==> src/hdl/cspi_pkg.sv <==
// Purpose: Constants and types for the socket power and interrupt control bank
// Assumes: Byte-wide registers at socket register window offsets
// Notes:   Register model field selects the power register layout
package cspi_pkg;
  localparam logic [7:0] CSPI_OFS_POWER      = 8'h02;
  localparam logic [7:0] CSPI_OFS_IRQ_GEN    = 8'h03;
  localparam logic [7:0] CSPI_RESET_VALUE    = 8'h00;
  localparam logic [7:0] CSPI_POWER_ALT_MASK = 8'h9b;
  localparam logic [7:0] CSPI_POWER_STD_MASK = 8'hb3;
  localparam int         CSPI_OE_BIT         = 7;
  localparam int         CSPI_AUTOSW_BIT     = 5;
  localparam int         CSPI_STD_VCC_BIT    = 4;
  localparam int         CSPI_ALT_VCC_LSB    = 3;
  localparam int         CSPI_VPP_LSB        = 0;
  localparam int         CSPI_RING_BIT       = 7;
  localparam int         CSPI_CRST_BIT       = 6;
  localparam int         CSPI_KIND_BIT       = 5;
  localparam int         CSPI_ROUTE_BIT      = 4;
  localparam int         CSPI_SEL_LSB        = 0;
  localparam logic [3:0] CSPI_MODEL_STD      = 4'h2;
  localparam logic [3:0] CSPI_IRQ_NONE       = 4'h0;
  localparam logic [3:0] CSPI_IRQ_MGMT       = 4'h2;

  typedef enum logic [1:0] {
    CSPI_VCC_OFF  = 2'b00,
    CSPI_VCC_OFF2 = 2'b01,
    CSPI_VCC_5V   = 2'b10,
    CSPI_VCC_3V3  = 2'b11
  } cspi_vcc_t;

  typedef enum logic [1:0] {
    CSPI_VPP_NC   = 2'b00,
    CSPI_VPP_VCC  = 2'b01,
    CSPI_VPP_12V  = 2'b10,
    CSPI_VPP_RSVD = 2'b11
  } cspi_vpp_t;

  typedef struct packed {
    logic       wr;
    logic       rd;
    logic [7:0] addr;
    logic [7:0] wdata;
  } cspi_req_t;

  typedef struct packed {
    logic       card_output_enable;
    logic [1:0] supply_voltage_request;
    logic [1:0] program_voltage_request;
  } cspi_power_t;
endpackage : cspi_pkg

==> src/hdl/cspi_ctrl.sv <==
// Purpose: Socket power control and interrupt/general control register pair
// Assumes: Host register window gives one-cycle byte read and write strobes
// Notes:   Power register layout follows the register model field
//
// Summary of operation
// - Output enable bit drives card_output_enable one cycle later and gates no other output; cleared at reset.
// - Alternate layout bits 6,5 and 2 always read zero.
// - Supply field 00/01 is 0 V, 10 is 5 V, 11 is 3.3 V.
// - Program field 00 none, 01 supply, 10 is 12 V, 11 reserved.
// - Program request ignored unless socket supply is on.
// - Ring enable switches shared battery input to ring indicate.
// - Card reset bit 0 asserts card reset, 1 releases it.
// - Card kind bit: 0 memory card, 1 I/O card.
// - Route bit sends status-change interrupts to host lines, else select field.
// - Select code 0000 routes nothing and forces host routing of status change.
// - Nonzero select routes card interrupt of an I/O card only; 0010 is management interrupt.
// - Register model field chooses which power register layout applies.
`timescale 1ns/1ps
module cspi_ctrl (
  input  wire logic                 clock,
  input  wire logic                 rst,
  input  wire cspi_pkg::cspi_req_t  req,
  input  wire logic [3:0]           register_model_field,
  input  wire logic [3:0]           status_change_irq_select,
  input  wire logic                 card_irq,
  input  wire logic                 card_status_change,
  input  wire logic                 battery_detect_ring_input,
  output logic [7:0]                rdata,
  output logic                      card_output_enable,
  output logic [1:0]                supply_voltage_request,
  output logic [1:0]                program_voltage_request,
  output logic                      card_reset,
  output logic                      installed_card_kind,
  output logic                      ring_indicate,
  output logic                      battery_detect,
  output logic [15:0]               irq_lines,
  output logic                      system_management_interrupt,
  output logic                      status_change_to_host,
  output logic [3:0]                status_change_select_out
);
  import cspi_pkg::*;

  logic [7:0]  power_q, power_d;
  logic [7:0]  igc_q, igc_d;
  logic [7:0]  rdata_q, rdata_d;
  logic        alt_layout;
  cspi_power_t pwr_d, pwr_q;
  logic        crst_q, crst_d, kind_q, kind_d, ri_q, ri_d, bd_q, bd_d;
  logic [15:0] irq_q, irq_d;
  logic        mgmt_q, mgmt_d, csch_q, csch_d;
  logic [3:0]  cssel_q, cssel_d;

  // Mask for writable bits in the active layout
  function automatic logic [7:0] power_mask(input logic alt);
    power_mask = alt ? CSPI_POWER_ALT_MASK : CSPI_POWER_STD_MASK;
  endfunction : power_mask

  // Any model code other than the standard one picks the alternate layout
  assign alt_layout = (register_model_field != CSPI_MODEL_STD);

  // Register writes; reserved positions never take state
  always_comb begin
    power_d = power_q & power_mask(alt_layout);
    igc_d   = igc_q;
    if (req.wr && req.addr == CSPI_OFS_POWER) begin
      power_d = req.wdata & power_mask(alt_layout);
    end
    if (req.wr && req.addr == CSPI_OFS_IRQ_GEN) begin
      igc_d = req.wdata;
    end
  end

  // Read data; reserved bits read zero because they are masked
  always_comb begin
    rdata_d = rdata_q;
    if (req.rd) begin
      unique case (req.addr)
        CSPI_OFS_POWER:  rdata_d = power_q & power_mask(alt_layout);
        CSPI_OFS_IRQ_GEN: rdata_d = igc_q;
        default:         rdata_d = 8'h00;
      endcase
    end
  end

  // Socket power decode; the program rail only follows while supply is on
  always_comb begin
    logic vcc_on;
    vcc_on = 1'b0;
    pwr_d.card_output_enable = power_q[CSPI_OE_BIT];
    if (alt_layout) begin
      unique case (cspi_vcc_t'(power_q[CSPI_ALT_VCC_LSB +: 2]))
        CSPI_VCC_5V:  pwr_d.supply_voltage_request = CSPI_VCC_5V;
        CSPI_VCC_3V3: pwr_d.supply_voltage_request = CSPI_VCC_3V3;
        CSPI_VCC_OFF, CSPI_VCC_OFF2: pwr_d.supply_voltage_request = CSPI_VCC_OFF;
      endcase
    end else begin
      // Standard layout only has an on bit; treat it as a 5 V request
      pwr_d.supply_voltage_request = power_q[CSPI_STD_VCC_BIT] ? CSPI_VCC_5V : CSPI_VCC_OFF;
    end
    vcc_on = (pwr_d.supply_voltage_request != CSPI_VCC_OFF);
    // Reserved code 11 is dropped rather than passed to the switch
    if (vcc_on && power_q[CSPI_VPP_LSB +: 2] != CSPI_VPP_RSVD) begin
      pwr_d.program_voltage_request = power_q[CSPI_VPP_LSB +: 2];
    end else begin
      pwr_d.program_voltage_request = CSPI_VPP_NC;
    end
  end

  // Card control and interrupt routing
  always_comb begin
    logic [3:0] sel;
    sel      = igc_q[CSPI_SEL_LSB +: 4];
    crst_d   = ~igc_q[CSPI_CRST_BIT];
    kind_d   = igc_q[CSPI_KIND_BIT];
    // Shared input goes to one function only, so the other sees idle
    ri_d     = igc_q[CSPI_RING_BIT] & battery_detect_ring_input;
    bd_d     = ~igc_q[CSPI_RING_BIT] & battery_detect_ring_input;
    irq_d    = 16'h0000;
    mgmt_d   = 1'b0;
    // Interrupts only mean something for an I/O card
    if (kind_d && sel == CSPI_IRQ_MGMT) begin
      mgmt_d = card_irq;
    end else if (kind_d && sel != CSPI_IRQ_NONE) begin
      irq_d[sel] = card_irq;
    end
    csch_d   = card_status_change & (igc_q[CSPI_ROUTE_BIT] | (sel == CSPI_IRQ_NONE));
    cssel_d  = (igc_q[CSPI_ROUTE_BIT] | (sel == CSPI_IRQ_NONE)) ? 4'h0 : status_change_irq_select;
  end

  // State registers
  always_ff @(posedge clock) begin
    if (rst) begin
      power_q <= CSPI_RESET_VALUE;
      igc_q   <= CSPI_RESET_VALUE;
      rdata_q <= 8'h00;
      pwr_q   <= '0;
      crst_q  <= 1'b1;
      kind_q  <= 1'b0;
      ri_q    <= 1'b0;
      bd_q    <= 1'b0;
      irq_q   <= 16'h0000;
      mgmt_q  <= 1'b0;
      csch_q  <= 1'b0;
      cssel_q <= 4'h0;
    end else begin
      power_q <= power_d;
      igc_q   <= igc_d;
      rdata_q <= rdata_d;
      pwr_q   <= pwr_d;
      crst_q  <= crst_d;
      kind_q  <= kind_d;
      ri_q    <= ri_d;
      bd_q    <= bd_d;
      irq_q   <= irq_d;
      mgmt_q  <= mgmt_d;
      csch_q  <= csch_d;
      cssel_q <= cssel_d;
    end
  end

  assign rdata                       = rdata_q;
  assign card_output_enable          = pwr_q.card_output_enable;
  assign supply_voltage_request      = pwr_q.supply_voltage_request;
  assign program_voltage_request     = pwr_q.program_voltage_request;
  assign card_reset                  = crst_q;
  assign installed_card_kind         = kind_q;
  assign ring_indicate               = ri_q;
  assign battery_detect              = bd_q;
  assign irq_lines                   = irq_q;
  assign system_management_interrupt = mgmt_q;
  assign status_change_to_host       = csch_q;
  assign status_change_select_out    = cssel_q;
endmodule : cspi_ctrl

==> config.mk <==
export PLATFORM = sky130hd
export DESIGN_NAME = cspi_ctrl
export DESIGN_NICKNAME = d
export VERILOG_FILES = /design/src/hdl/cspi_pkg.sv /design/src/hdl/cspi_ctrl.sv
export SDC_FILE = /design/constraint.sdc
export NUM_CORES = 1
export LEC_CHECK = 0
export ABC_AREA = 0
export BUFFER_PORTS_ARGS = -buffer_cell sky130_fd_sc_hd__buf_4
export CAP_MARGIN = 20
export CELL_PAD_IN_SITES_DETAIL_PLACEMENT = 1
export CELL_PAD_IN_SITES_GLOBAL_PLACEMENT = 2
export CORE_ASPECT_RATIO = 1.4
export CORE_MARGIN = 2
export CORE_UTILIZATION = 25
export CTS_CLUSTER_DIAMETER = 40
export DETAILED_ROUTE_END_ITERATION = 8
export MAX_ROUTING_LAYER = met4
export PLACE_DENSITY = 0.81
export SYNTH_ARGS = -nofsm -noshare
export SYNTH_HDL_FRONTEND = slang
export SYNTH_SLANG_ARGS = --single-unit
==> constraint.sdc <==
create_clock -name clock -period 1.3 [get_ports clock]
set_input_delay 0.26 -clock clock [delete_from_list [all_inputs] [get_ports clock]]
set_output_delay 0.26 -clock clock [all_outputs]
set_load 0.02 [all_outputs]
# ---- Word-level counts from Yosys, hierarchy flattened
# Index checks and enable logic that the tools add are counted.
dict set report classes {
  n_lt_le_gt_ge 2
  n_eq_ne 8
  mux 8
  n_bitwise 12
  n_reduce_logical 15
}
# operator count
set ops {}
lappend ops {{AND 16 bit} 1}
lappend ops {{AND 8 bit} 2}
lappend ops {{== test 8 x 2 -> 1 bit, second input constant} 2}
lappend ops {{one-hot mux 8 bit (2 select lines)} 1}
lappend ops {{two-way mux 8 bit} 1}
lappend ops {{OR reduction 2 bit} 4}
lappend ops {{logical AND 1 bit} 6}
lappend ops {{two-way mux 6 bit} 1}
lappend ops {{one-hot mux 2 bit (3 select lines)} 1}
lappend ops {{less-than comparator 4 x 5 -> 1 bit, second input constant} 1}
lappend ops {{inverter 1 bit} 5}
lappend ops {{demux 1 bit (select 4 bit)} 1}
lappend ops {{== test 2 bit, second input constant} 2}
lappend ops {{== test 4 x 2 -> 1 bit, second input constant} 1}
lappend ops {{>= comparator 4 x 1 -> 1 bit, second input constant} 1}
lappend ops {{zero test 4 bit} 1}
lappend ops {{two-way mux 2 bit} 2}
lappend ops {{!= test 4 x 2 -> 1 bit, second input constant} 1}
lappend ops {{nonzero test 4 bit} 1}
lappend ops {{AND 1 bit} 3}
lappend ops {{OR reduction 3 bit} 1}
lappend ops {{== test 2 x 1 -> 1 bit, second input constant} 1}
lappend ops {{zero test 2 bit} 1}
lappend ops {{!= test 2 bit, second input constant} 1}
lappend ops {{3 further kinds} 3}
dict set report totals {
  reg_bits 55
  out_inout_bits 39
  wordCells 59
}

# ---- Longest topological paths before layout
dict set report depth {
  depth_word 8
  ltp_mapped 5
}

# ---- Least setup slack after synthesis
# No wires, ideal clock.
dict set report synth_timing {
  kind {input to register}
  startpoint {input port req[13] in the netlist's numbering}
  endpoint {register power_q[5]}
  setup_time_ns 0.072
  arrival_ns 1.350
  t_required_ns 1.228
  path_slack_ns -0.121
  cell_stages 4
  path_buffers 1
  cell_sequence {or4_1 -> buf_4 -> nor3_4 -> mux2i_1}
}
dict set report synth_via {
  elab_chain_len 3
}
# item line_no
set synth_rtl {}
lappend synth_rtl {{from (decl)} cspi_ctrl.sv:22} ;# input wire cspi_pkg::cspi_req_t req,
lappend synth_rtl {{== test 8 x 2 -> 1 bit} cspi_ctrl.sv:65} ;# if (req.wr && req.addr == CSPI_OFS_POWER) begin
lappend synth_rtl {{logical AND 1 bit} cspi_ctrl.sv:65}
lappend synth_rtl {{two-way mux 8 bit} cspi_ctrl.sv:65}
lappend synth_rtl {{to (signal assigned)} cspi_ctrl.sv:146} ;# power_q <= power_d;
lappend synth_rtl {{to (decl)} cspi_ctrl.sv:43} ;# logic [7:0] power_q, power_d;
# No other way between the ends.
# A chain may end at the register's enable or synchronous reset.

# ---- Worst setup path after layout
dict set report layout_timing {
  startpoint {input port req[11] in the netlist's numbering}
  endpoint {register power_q[0]}
}
# The elaborated chain is that of the path after synthesis.

==> results.py <==
metrics = {
    "grt": {
        "grt_pass1_wl_mm": 8.56,
        "met3_usage_pct": 2.29,
        "top_usage_layer": "met2",
        "antenna_found_initial": 0,
        "overflow": 0,
        "grt_pass1_vias": 1781,
        "grt_use_total_pct": 13.3,
        "grtUsageMet2_pct": 24.7,
        "grtUsageMet1_pct": 13.9,
        "grt_max_degree": 16,
    },
    "routing": {
        "drt-total-wl_mm": 5.25,
        "viasPerCell": 4.51,
        "detail-route-antenna-nets": 0,
        "vias": 1714,
        "drt_iter0_markers": 24,
        "route.detailed.drc": 0,
        "dr.pass1.iters": 4,
        "routedWlPerCell_um": 13.8,
    },
    "sta": {
        "drv_slew": 0,
        "fin_skew_ps": 12.0,
        "hold_viol_final": 0,
        "fmax_mhz": 779,
        "setup_violations": 0,
        "grt_setup_unrepaired": "true",
        "min_period_ps": 1280,
        "finalCritPeriodShare_pct": 98.8,
        "worst_hold_slack_ps": 162,
        "setup_slack_ps": 15.5,
    },
    "layout": {
        "final_layout_size_suffix_gt1_share_pct": 42.8,
        "nets": 313,
        "final_cell_count_no_fill": 380,
        "antennaDiodeCount": 0,
        "area_growth_pct": 52.8,
        "fin_area_um2": 2870,
    },
    "power": {
        "power_density_nw_per_um2": 999,
        "p_total_w": 0.00287,
        "p_comb_share_pct": 7.8,
        "intPower_w": 0.00224,
        "clkPwrFrac_pct": 35.3,
        "sw_frac_of_total_pct": 22.0,
        "power_leakage_nw": 1.21,
        "p_sw_w": 0.000632,
        "ir_drop_uv": 407,
        "seqPwrFrac_pct": 56.9,
    },
    "worst_setup_path": {
        "r2r_cells": 2,
        "end_kind": "register",
        "critPathKind": "input port to register",
        "critPathMaxFanout": 5,
        "reg2reg_slack_ps": 120,
        "cp-start-kind": "input port",
        "cp.arrival_ps": 1490,
        "reg2reg_from": "igc_q[0]",
        "critical_path_required_ps": 1500,
        "worstReg2RegEnd": "irq_lines[8]",
    },
    "place": {
        "portBuffers": 69,
        "dp_hpwl_mm": 4.07,
        "dp.cells": 368,
        "dpl-instance-area_um2": 2680,
        "gp_congestion": 0.788,
        "place_ws_ps": -332,
    },
    "clock_network": {
        "cts_buffers": 5,
        "htree_levels": 2,
        "cts_tree": "done",
        "root_buffer": "clkbuf_8",
        "cts_buffer_depth": 2,
        "cts.sinks": 53,
        "postCtsHoldBufs": 0,
        "clk-insertion-delay-late_ps": 300,
        "clk_pin_slew_ps": 100,
    },
    "floorplanning": {
        "placementRows": 37,
        "initial_utilization_pct": 25.7,
        "fp.dieW_um": 77.3,
        "die_area_um2": 8230,
        "die-height_um": 107,
        "ios": 70,
        "core_um2": 7310,
    },
    "synthesis": {
        "yosys_warnings": 0,
        "syn-cell-area_um2": 1880,
        "yosys_register_bits": 53,
        "synth_area_per_cell_um2": 10.1,
        "synth.distinct_cells": 36,
        "ys_seq_area_share_pct": 56.5,
        "synth_cells": 186,
    },
    "job": {
        "maxCapViolations": 0,
    },
    "hold_path": {
        "hp-start": "status_change_irq_select[3]",
        "hold-path-endpoint": "status_change_select_out[3]",
        "hold_path.class": "input port to register",
        "hold_depth": 2,
    },
    "status": {
        "outcome": "complete, no violations",
    },
}
[synthesized netlist by cell type, drive strengths merged]
library cell | number | area (um^2)
mux2i | 5 | 50.1
nor3b | 5 | 37.5
nor3 | 2 | 21.3
buf | 5 | 26.3
nor4bb | 2 | 20.0
a21oi | 13 | 65.1
nor4 | 3 | 25.0
or4bb | 1 | 11.3
nor2 | 16 | 60.1
a31oi | 1 | 6.26
conb | 1 | 3.75
dfxtp | 53 | 1060
or4 | 2 | 15.0
o31ai | 7 | 52.6
clkbuf | 5 | 18.8
nand2 | 6 | 22.5
or3 | 1 | 6.26
nand3 | 10 | 50.1
a2bb2oi | 1 | 8.76
nand3b | 4 | 30.0
nand4 | 9 | 56.3
a211oi | 2 | 15.0
clkinv | 1 | 3.75
and2 | 5 | 31.3
inv | 6 | 22.5
nand2b | 10 | 62.6
a31o | 2 | 17.5
o32ai | 2 | 17.5
and3 | 1 | 6.26
mux2 | 4 | 45.0
nor4b | 1 | 8.76
[power groups by stage]
stage | clock network (W) | logic [W] | registers (W)
floorplan | 0 | 0.0000623 | 0.00168
global placement | 0 | 0.000206 | 0.00167
detailed placement | 0 | 0.000212 | 0.00167
CTS | 0.00105 | 0.000220 | 0.00163
global route | 0.00112 | 0.000243 | 0.00163
finish | 0.00101 | 0.000224 | 0.00163
[sequential cells by signal, summed over array words and instances (netlist names)]
| signal | flops |
|---|---|
| battery_detect | 1 |
| card_output_enable | 1 |
| card_reset | 1 |
| igc_q | 8 |
| installed_card_kind | 1 |
| irq_lines | 16 |
| power_q | 6 |
| program_voltage_request | 2 |
| rdata | 8 |
| ring_indicate | 1 |
| status_change_select_out | 4 |
| status_change_to_host | 1 |
| supply_voltage_request | 2 |
| system_management_interrupt | 1 |
[layout make-up]
class | instances | area, um^2
clock buffer | 7 | 96.3
clock inverter | 1 | 5.00
fill | 899 | 4440
inverter | 7 | 26.3
multi-input combinational | 117 | 795
sequential | 53 | 1060
tap | 97 | 121
timing repair buffer | 98 | 764
[timing repair]
item	4_1_cts	5_1_grt
cloned	0	1
resized for setup	8	7
setup buffers	3	0
endpoints found under the setup margin	3	10
pin swaps	4	2
[per-layer routing]
layer | share of wire [%] | up-vias
met1 | 38 | 811
met5 | 0 | -
met4 | 2.4 | 0
met2 | 56 | 48
li1 | - | 847
met3 | 4.0 | 8
[logic make-up (layout without fill, tap and decap cells)]
kind of cell           count (synthesis)  after routing  share of synthesized area (%)
buffers and inverters                 17            113                           3.80
AO/OA/AOI/OAI                         28             28                           9.73
flip-flops                            53             53                           56.5
AND/OR/NAND/NOR                       78             78                           24.7
other                                  1              2                          0.200
multiplexers                           9              9                           5.06
[how the worst max path moves through the flow]
stage	cells past startpoint	endpoint	slack [ps]	start
3_5_place_dp	5	power_q[5]	-330	req[11]
5_1_grt	5	power_q[7]	-30	req[11]
3_3_place_gp	5	power_q[5]	-280	req[11]
6_report	6	power_q[0]	20	req[11]
4_1_cts	5	power_q[7]	10	req[13]
2_1_floorplan	4	power_q[4]	-90	req[11]
[placed cells by master, fill, tap and decap left out, types with 4 or more instances in the layout]
| cell type | count |
|---|---|
| clkbuf_8 | 7 |
| nand2b_1 | 10 |
| mux2i_1 | 5 |
| nand3_1 | 10 |
| buf_6 | 5 |
| dfxtp_1 | 52 |
| buf_4 | 91 |
| nand4_1 | 9 |
| nand3b_1 | 4 |
| and2_1 | 5 |
| nor2_1 | 16 |
| nor3b_1 | 5 |
| inv_1 | 6 |
| nand2_1 | 6 |
| o31ai_2 | 4 |
| mux2_2 | 4 |
| a21oi_1 | 13 |
[critical path: stages]
cell and delay (ps):
buf_6 90, or4bb_1 520, buf_6 160, buf_6 120, o31ai_2 240, a21oi_1 90
[per-stage QoR]
| step | utilization [%] | TNS [ps] |
|---|---|---|
| global route | 39.2 | -74.1 |
| CTS | 38.7 | 0 |
| detailed placement | 36.7 | -4670 |
| global placement | 36.7 | -3650 |
| finish | 39.2 | 0 |
| floorplan | - | -802 |
No activity file was read; power rests on OpenSTA's default activity.
